**config.mk**
```make
export PLATFORM = sky130hd
export DESIGN_NAME = cpc_top
export DESIGN_NICKNAME = d
export VERILOG_FILES = /design/src/cpc_top.v
export VERILOG_INCLUDE_DIRS = /design/src
export SDC_FILE = /design/constraint.sdc
export NUM_CORES = 1
export LEC_CHECK = 0
export ABC_CLOCK_PERIOD_IN_PS = 5750
export BUFFER_PORTS_ARGS = -buffer_cell sky130_fd_sc_hd__buf_4
export CAP_MARGIN = 20
export CORE_ASPECT_RATIO = 1.2
export CORE_MARGIN = 8
export CORE_UTILIZATION = 58
export DETAILED_ROUTE_END_ITERATION = 8
export HOLD_SLACK_MARGIN = 0.12
export PLACE_DENSITY = 0.87
export SLEW_MARGIN = 20
export SYNTH_ARGS = -nofsm -noshare
export SYNTH_HDL_FRONTEND = slang
export SYNTH_SLANG_ARGS = --single-unit
```
**constraint.sdc**
```tcl
create_clock -name sys_clk -period 5.75 [get_ports sys_clk]
set_input_delay 0.8625 -clock sys_clk [delete_from_list [all_inputs] [get_ports sys_clk]]
set_output_delay 0.8625 -clock sys_clk [all_outputs]
set_load 0.1 [all_outputs]
```
**src/cpc_map.vh**
```
`ifndef CPC_MAP_VH
`define CPC_MAP_VH

// Register byte offsets on the APB
`define CPC_OFS_U1_LOW   8'h00
`define CPC_OFS_U1_HIGH  8'h04
`define CPC_OFS_U1_CTL   8'h08
`define CPC_OFS_U2_LOW   8'h0C
`define CPC_OFS_U2_HIGH  8'h10
`define CPC_OFS_U2_CTL   8'h14
`define CPC_OFS_FLAGS    8'h18
`define CPC_OFS_IRQ_EN   8'h1C
`define CPC_OFS_TB_SEL   8'h20
`define CPC_OFS_STATUS   8'h24

// Reset values
`define CPC_RST_BYTE     8'h00
`define CPC_RST_CTL      6'h00
`define CPC_RST_BITS     2'h0

// Control register fields
`define CPC_CTL_MODE     3:0
`define CPC_CTL_DUTY_LO  5:4
`define CPC_CTL_WIDTH    6

// Mode-select codes
`define CPC_MODE_OFF     4'h0
`define CPC_MODE_TOGGLE  4'h2
`define CPC_MODE_SET     4'h8
`define CPC_MODE_CLEAR   4'h9
`define CPC_MODE_SWI     4'hA
`define CPC_MODE_TRIG    4'hB
`define CPC_GRP_COMPARE  2'h2
`define CPC_GRP_PWM      2'h3

`endif

```
**src/cpc_top.v**
```verilog
// Behaviour
// - Compare 16-bit match value against selected first or third timer count.
// - On match drive pin high, low, toggle or leave, per mode bits.
// - Match flag sets on the same edge as the pin action.
// - Control write of zero or of set mode forces compare/PWM output latch low.
// - Software-interrupt mode leaves pin alone; interrupt reaches core if enabled.
// - Special trigger match pulses a reset of the selected time base.
// - Second unit trigger also starts conversion when converter enabled.
// - Trigger-caused timer reset never sets timer overflow flags.
// - PWM mode produces up to 10-bit resolution waveform on pin.
// - At period match on increment: timer clears, pin sets unless 0%, duty loads.
// - Postscaler plays no part in PWM period.
// - Duty is match-low byte as MSBs plus control bits 5:4 as LSBs.
// - Duty writable anytime; double buffered, updated only at period end.
// - Match-high register read-only to software in PWM mode.
// - Pin clears when active duty equals period count with two fine bits.
// - Duty beyond period never clears pin, output stays high.
// - Mode codes: 0000 off, 0010 toggle, 1000/1001 set/clear, 1010, 1011, 11xx.
// - Time base choice per unit comes from third-timer select bits.
`timescale 1ns/1ns
`include "cpc_map.vh"

module cpc_top
(
  input  wire        sys_clk,
  input  wire        reset,
  input  wire        psel,
  input  wire        penable,
  input  wire        pwrite,
  input  wire [7:0]  paddr,
  input  wire [31:0] pwdata,
  output reg  [31:0] prdata,
  output reg         pready,
  output reg         pslverr,
  input  wire [15:0] first_timer_count,
  input  wire [15:0] third_timer_count,
  input  wire [7:0]  period_timer_count,
  input  wire [7:0]  period_limit,
  input  wire        period_inc,
  input  wire [1:0]  period_fine,
  input  wire        adc_enable,
  output wire        unit1_output_pin,
  output wire        unit2_output_pin,
  output reg         unit1_irq,
  output reg         unit2_irq,
  output reg         first_timer_reset,
  output reg         third_timer_reset,
  output reg         adc_start
);

  ////////////////////////////////////////////////////////////////////////////
  // Register storage

  reg  [7:0]  match_low [0:1];
  reg  [7:0]  match_high [0:1];
  reg  [5:0]  control [0:1];
  reg  [1:0]  match_flag;
  reg  [1:0]  irq_enable;
  reg  [1:0]  third_timer_control;
  wire [1:0]  hit_v;
  wire [1:0]  trig_v;
  wire [1:0]  pwm_load;
  wire [1:0]  pwm_on;
  wire [1:0]  pin_v;
  wire [1:0]  next_match_flag;
  reg  [31:0] next_prdata;
  reg         next_slverr;
  integer     k;

  ////////////////////////////////////////////////////////////////////////////
  // APB decode

  wire        acc    = psel & penable & pready;
  wire        wr     = acc & pwrite;
  wire [1:0]  lo_wr  = {wr & (paddr == `CPC_OFS_U2_LOW), wr & (paddr == `CPC_OFS_U1_LOW)};
  wire [1:0]  hi_wr  = {wr & (paddr == `CPC_OFS_U2_HIGH), wr & (paddr == `CPC_OFS_U1_HIGH)};
  wire [1:0]  ctl_wr = {wr & (paddr == `CPC_OFS_U2_CTL), wr & (paddr == `CPC_OFS_U1_CTL)};
  wire        fl_wr  = wr & (paddr == `CPC_OFS_FLAGS);
  wire [1:0]  fl_clr = fl_wr ? pwdata[1:0] : `CPC_RST_BITS;

  // Zero-wait slave: pready rises in the cycle after setup
  always @(posedge sys_clk)
  begin
    if (reset)
    begin
      pready  <= 1'b0;
      prdata  <= 32'h0000_0000;
      pslverr <= 1'b0;
    end
    else
    begin
      pready  <= psel & ~penable;
      // Error stands only with pready, never past the access cycle
      pslverr <= psel & ~penable & next_slverr;
      if (psel & ~penable)
        prdata  <= pwrite ? 32'h0000_0000 : next_prdata;
    end
  end

  always @*
  begin
    next_prdata = 32'h0000_0000;
    next_slverr = 1'b0;
    case (paddr)
      `CPC_OFS_U1_LOW:  next_prdata[7:0] = match_low[0];
      `CPC_OFS_U1_HIGH: next_prdata[7:0] = match_high[0];
      `CPC_OFS_U1_CTL:  next_prdata[5:0] = control[0];
      `CPC_OFS_U2_LOW:  next_prdata[7:0] = match_low[1];
      `CPC_OFS_U2_HIGH: next_prdata[7:0] = match_high[1];
      `CPC_OFS_U2_CTL:  next_prdata[5:0] = control[1];
      `CPC_OFS_FLAGS:   next_prdata[1:0] = match_flag;
      `CPC_OFS_IRQ_EN:  next_prdata[1:0] = irq_enable;
      `CPC_OFS_TB_SEL:  next_prdata[1:0] = third_timer_control;
      `CPC_OFS_STATUS:  next_prdata[3:0] = {pwm_on, pin_v};
      default:          next_slverr = 1'b1;
    endcase
  end

  ////////////////////////////////////////////////////////////////////////////
  // Software registers

  assign next_match_flag = (match_flag & ~fl_clr) | hit_v;

  always @(posedge sys_clk)
  begin
    if (reset)
    begin
      for (k = 0; k < 2; k = k + 1)
      begin
        match_low[k]  <= `CPC_RST_BYTE;
        match_high[k] <= `CPC_RST_BYTE;
        control[k]    <= `CPC_RST_CTL;
      end
      match_flag          <= `CPC_RST_BITS;
      irq_enable          <= `CPC_RST_BITS;
      third_timer_control <= `CPC_RST_BITS;
    end
    else
    begin
      for (k = 0; k < 2; k = k + 1)
      begin
        if (lo_wr[k])
          match_low[k] <= pwdata[7:0];
        if (pwm_load[k])
          match_high[k] <= match_low[k];
        else if (hi_wr[k] & ~pwm_on[k])
          match_high[k] <= pwdata[7:0];
        if (ctl_wr[k])
          control[k] <= pwdata[5:0];
      end
      match_flag <= next_match_flag;
      if (wr & (paddr == `CPC_OFS_IRQ_EN))
        irq_enable <= pwdata[1:0];
      if (wr & (paddr == `CPC_OFS_TB_SEL))
        third_timer_control <= pwdata[1:0];
    end
  end

  ////////////////////////////////////////////////////////////////////////////
  // Per-unit compare and PWM engine

  genvar i;
  generate
    for (i = 0; i < 2; i = i + 1)
    begin : unit
      reg        eq_q;
      reg        pin;
      reg  [1:0] duty_latch;
      wire [3:0] mode      = control[i][`CPC_CTL_MODE];
      wire [3:0] new_mode  = pwdata[3:0];
      wire [15:0] tbase    = third_timer_control[i] ? third_timer_count : first_timer_count;
      wire        eq       = ({match_high[i], match_low[i]} == tbase);
      wire        cmp      = (mode == `CPC_MODE_TOGGLE) | (mode[3:2] == `CPC_GRP_COMPARE);
      wire        pwm      = (mode[3:2] == `CPC_GRP_PWM);
      // Equality seen once; a timer parked on the value acts once
      wire        hit      = cmp & eq & ~eq_q;
      wire [9:0]  duty_new = {match_low[i], control[i][`CPC_CTL_DUTY_LO]};
      wire        load     = pwm & period_inc & (period_timer_count == period_limit);
      // Registered pin: compare one fine step ahead so the edge lands on the match
      wire [9:0]  next_idx = {period_timer_count, period_fine} + 10'h001;
      wire        dclr     = ({match_high[i], duty_latch} == next_idx);

      assign hit_v[i]    = hit;
      assign trig_v[i]   = hit & (mode == `CPC_MODE_TRIG);
      assign pwm_load[i] = load;
      assign pwm_on[i]   = pwm;
      assign pin_v[i]    = pin;

      always @(posedge sys_clk)
      begin
        if (reset)
        begin
          eq_q       <= 1'b0;
          pin        <= 1'b0;
          duty_latch <= `CPC_RST_BITS;
        end
        else
        begin
          eq_q <= eq;
          if (load)
            duty_latch <= control[i][`CPC_CTL_DUTY_LO];
          if (ctl_wr[i])
          begin
            if (new_mode == `CPC_MODE_CLEAR)
              pin <= 1'b1;
            else if ((new_mode == `CPC_MODE_OFF) | (new_mode == `CPC_MODE_SET))
              pin <= 1'b0;
          end
          else if (mode == `CPC_MODE_OFF)
            pin <= 1'b0;
          else if (pwm)
          begin
            if (load)
              pin <= (duty_new != 10'h000);
            else if (dclr)
              pin <= 1'b0;
          end
          else if (hit)
          begin
            case (mode)
              `CPC_MODE_TOGGLE: pin <= ~pin;
              `CPC_MODE_SET:    pin <= 1'b1;
              `CPC_MODE_CLEAR:  pin <= 1'b0;
              default:          pin <= pin;
            endcase
          end
        end
      end
    end
  endgenerate

  assign unit1_output_pin = unit[0].pin;
  assign unit2_output_pin = unit[1].pin;

  ////////////////////////////////////////////////////////////////////////////
  // Event outputs

  always @(posedge sys_clk)
  begin
    if (reset)
    begin
      unit1_irq         <= 1'b0;
      unit2_irq         <= 1'b0;
      first_timer_reset <= 1'b0;
      third_timer_reset <= 1'b0;
      adc_start         <= 1'b0;
    end
    else
    begin
      unit1_irq <= next_match_flag[0] & irq_enable[0];
      unit2_irq <= next_match_flag[1] & irq_enable[1];
      first_timer_reset <= |(trig_v & ~third_timer_control);
      third_timer_reset <= |(trig_v & third_timer_control);
      adc_start <= trig_v[1] & adc_enable;
    end
  end

endmodule // cpc_top

```
==> out/summary.txt <==
Unrepaired setup endpoints after global routing: false
Mapped Cells: 528
Largest net degree at the start of global routing: 33
Area leader, netlist: edfxtp_1
Hold buffers post-CTS: 0
IO buf count: 89
WS Path Type: reg2reg
Ant. Diodes: 0
Commonest cells post-synth: xnor2_1 (47), edfxtp_1 (44), mux2i_1 (42)
Internal power: 0.8494 mW
Fillers: 682
Reg power frac: 47.4%
Final core occ: 68.63%
Required @ worst endpoint: 6.05 ns
Die ar.: 12000 µm²
# rows: 37
Final nets: 698
Switching Share: 31.18%
TNS Setup: 0 ns
Fraction of registers with async set or reset after synthesis: 0%
Post-synthesis sequential area ratio: 37.53%
Final Max Tran Viols: 0
Number of global-route vias before repair: 4462
Hold crit path type: reg2reg
Die W: 101.3 µm
Area of the core: 8518 µm²
Count leader, synth: xnor2_1
Layout cell share with drive strength beyond 1: 20.33%
Worst Clk Skew: 0.005676 ns
Number of synthesis warnings: 0
Psw: 0.3848 mW
Period utilisation layout: 59.87%
Slew @ Worst Pin: 1.163 ns
Global-route wire length before repair: 23950 µm
Post-synth EDFFs: 44
H-Tree Depth: 3
Initial DRC count: 575
Clock share of power: 33.1%
Fmax: 290.5 MHz
Clock Tree Buf Depth: 2
Via count: 4483
Final ANT Viol Nets: 0
Crit path launch type: flip-flop
Starting Density: 59.49%
Synth area leaders: edfxtp_1 (26%), dfxtp_1 (11%), mux2i_1 (8.3%), xnor2_1 (8.1%), buf_4 (3.9%)
WHS: 0.4644 ns
Relative slew slack: 22.39%
I/O pin count: 138
Total track usage: 25.89%
Setup ws final: 2.307 ns
CP Max Fanout: 20
Syn Area/Cell: 9.597 µm²
Fin. Hold Viols: 0
Power share of the combinational group: 19.5%
CTS buffer count: 9
Clock period minus worst slack: 3.443 ns
CTS Sinks: 73
Peak VDD IR: 0.2043 mV
Post-CTS Resized: 0
Leakage: 2.119 nW
Gpl congestion: 0.9915
Clock-pin slew on the worst setup and hold paths: 0.08 ns
DR pass1 iterations: 6
Root buffer cell: clkbuf_8
PD cells: 211.1 nW/µm²
Setup crit end kind: flip-flop
Status: complete, no violations
Routed len/inst: 21.48 µm
Die H: 118.4 µm
Setup WS pre-CTS: 2.405 ns
FF+latch count, synth: 73
Grt total ovfl: 0
DRT Wirelength: 15510 µm
Synth unique cells: 62
Initial antenna violation count: 0
Post-DP HPWL: 12130 µm
DRC viols: 0
Post-CTS setup buffer count: 0
CP arrival: 3.74 ns
Setup-failing EPs final: 0
Top cell type's share of synthesized area: 26.07%
DR vias/cell: 6.209
MaxCap Viol Count: 0
Predominant post-synthesis flop cell: edfxtp_1
CTS tree: done
Synth-to-Final Area Change: 15.36%
Synthesized area: 5067 µm²
Clock Latency Late Sink: 0.36 ns
power by group through the flow:
stage                     combinational [mW]  clock, mW  sequential (mW)
after floorplan                        0.173          0            0.596
after global placement                 0.233          0            0.595
after detailed placement               0.238          0            0.596
after CTS                              0.238      0.413            0.584
after global routing                   0.255      0.432            0.585
final                                  0.240      0.409            0.585
metrics by stage:
| stage | power [mW] | std cells | cell area (µm²) |
|---|---|---|---|
| detailed placement | 0.8333 | 706 | 5644 |
| CTS | 1.235 | 722 | 5846 |
| global route | 1.273 | 722 | 5846 |
| global placement | 0.8282 | 706 | 5644 |
| finish | 1.234 | 722 | 5846 |
| floorplan | 0.7687 | 551 | 5154 |
routing by layer:
metal	vias up	GRT usage, %	routed length (µm)
met2	270	43.32	7574
met4	0	12.98	620
met1	2115	30.02	5680
li1	2054	-	-
met3	44	5.989	1632
met5	-	0	0
state kept, by name (all words and copies together), names as in the netlist:
signal,count
adc_start,1
control,12
first_timer_reset,1
irq_enable,2
match_flag,2
match_high,16
match_low,16
prdata,8
pready,1
pslverr,1
third_timer_control,2
third_timer_reset,1
unit.duty_latch,4
unit.eq_q,2
unit1_irq,1
unit1_output_pin,1
unit2_irq,1
unit2_output_pin,1
cell type report:
type,count,area [µm²],share of cell area [%]
multi-input cells,422,2909,49.76
flip-flops and latches,73,1902,32.53
repair buffers,89,668.1,11.43
well taps,117,146.4,2.504
clock buffers,9,123.9,2.119
clock inverters,7,77.57,1.327
inverters,5,18.77,0.3211
cells in the final DEF (no fill, tap or decap), types with 12 or more instances in the layout:
cell	n
a22o_1	16
mux2i_1	42
a21oi_1	21
xor2_1	12
nand3_1	19
edfxtp_1	44
and2_1	19
dfxtp_1	29
o21ai_0	12
conb_1	24
nor4_1	18
nand2_1	41
buf_4	89
xnor2_1	47
nor2_1	36
path summary, 6_finish.rpt:
| path | startpoint | to | slack, ns | cells after the start |
|---|---|---|---|---|
| max | third_timer_control[0]$_SDFFE_PP0P_ | third_timer_reset$_SDFF_PP0_ | 2.31 | 7 |
| min | prdata[3]$_SDFFE_PP0P_ | prdata[3]$_SDFFE_PP0P_ | 0.46 | 2 |
| max reg2reg | third_timer_control[0]$_SDFFE_PP0P_ | third_timer_reset$_SDFF_PP0_ | 2.31 | 7 |
| min reg2reg | prdata[3]$_SDFFE_PP0P_ | prdata[3]$_SDFFE_PP0P_ | 0.46 | 2 |
cell families (layout without fill, tap and decap cells):
family                     count (synthesis)  count (layout)  synth area share (%)
DFF                                       73              73                 37.53
other                                      1              24               0.07400
AOI/OAI and AO/OA                         93              93                 13.48
adders and majority gates                  1               1                0.2469
xor gates and xnor gates                  63              63                 11.98
buffers and inverters                     56             110                 6.766
muxes                                     42              42                 8.296
and+or+nand+nor                          199             199                 21.63
critical path, cell delays in order, from the launching register on:
cell and delay [ns]:
dfxtp_1 1.10, mux2i_1 0.32, xnor2_1 0.11, nor4_1 0.36, nand4_1 0.37, nor4_1 0.77
a22oi_1 0.20, nor2_1 0.14
No activity file was read; power rests on OpenSTA's default activity.
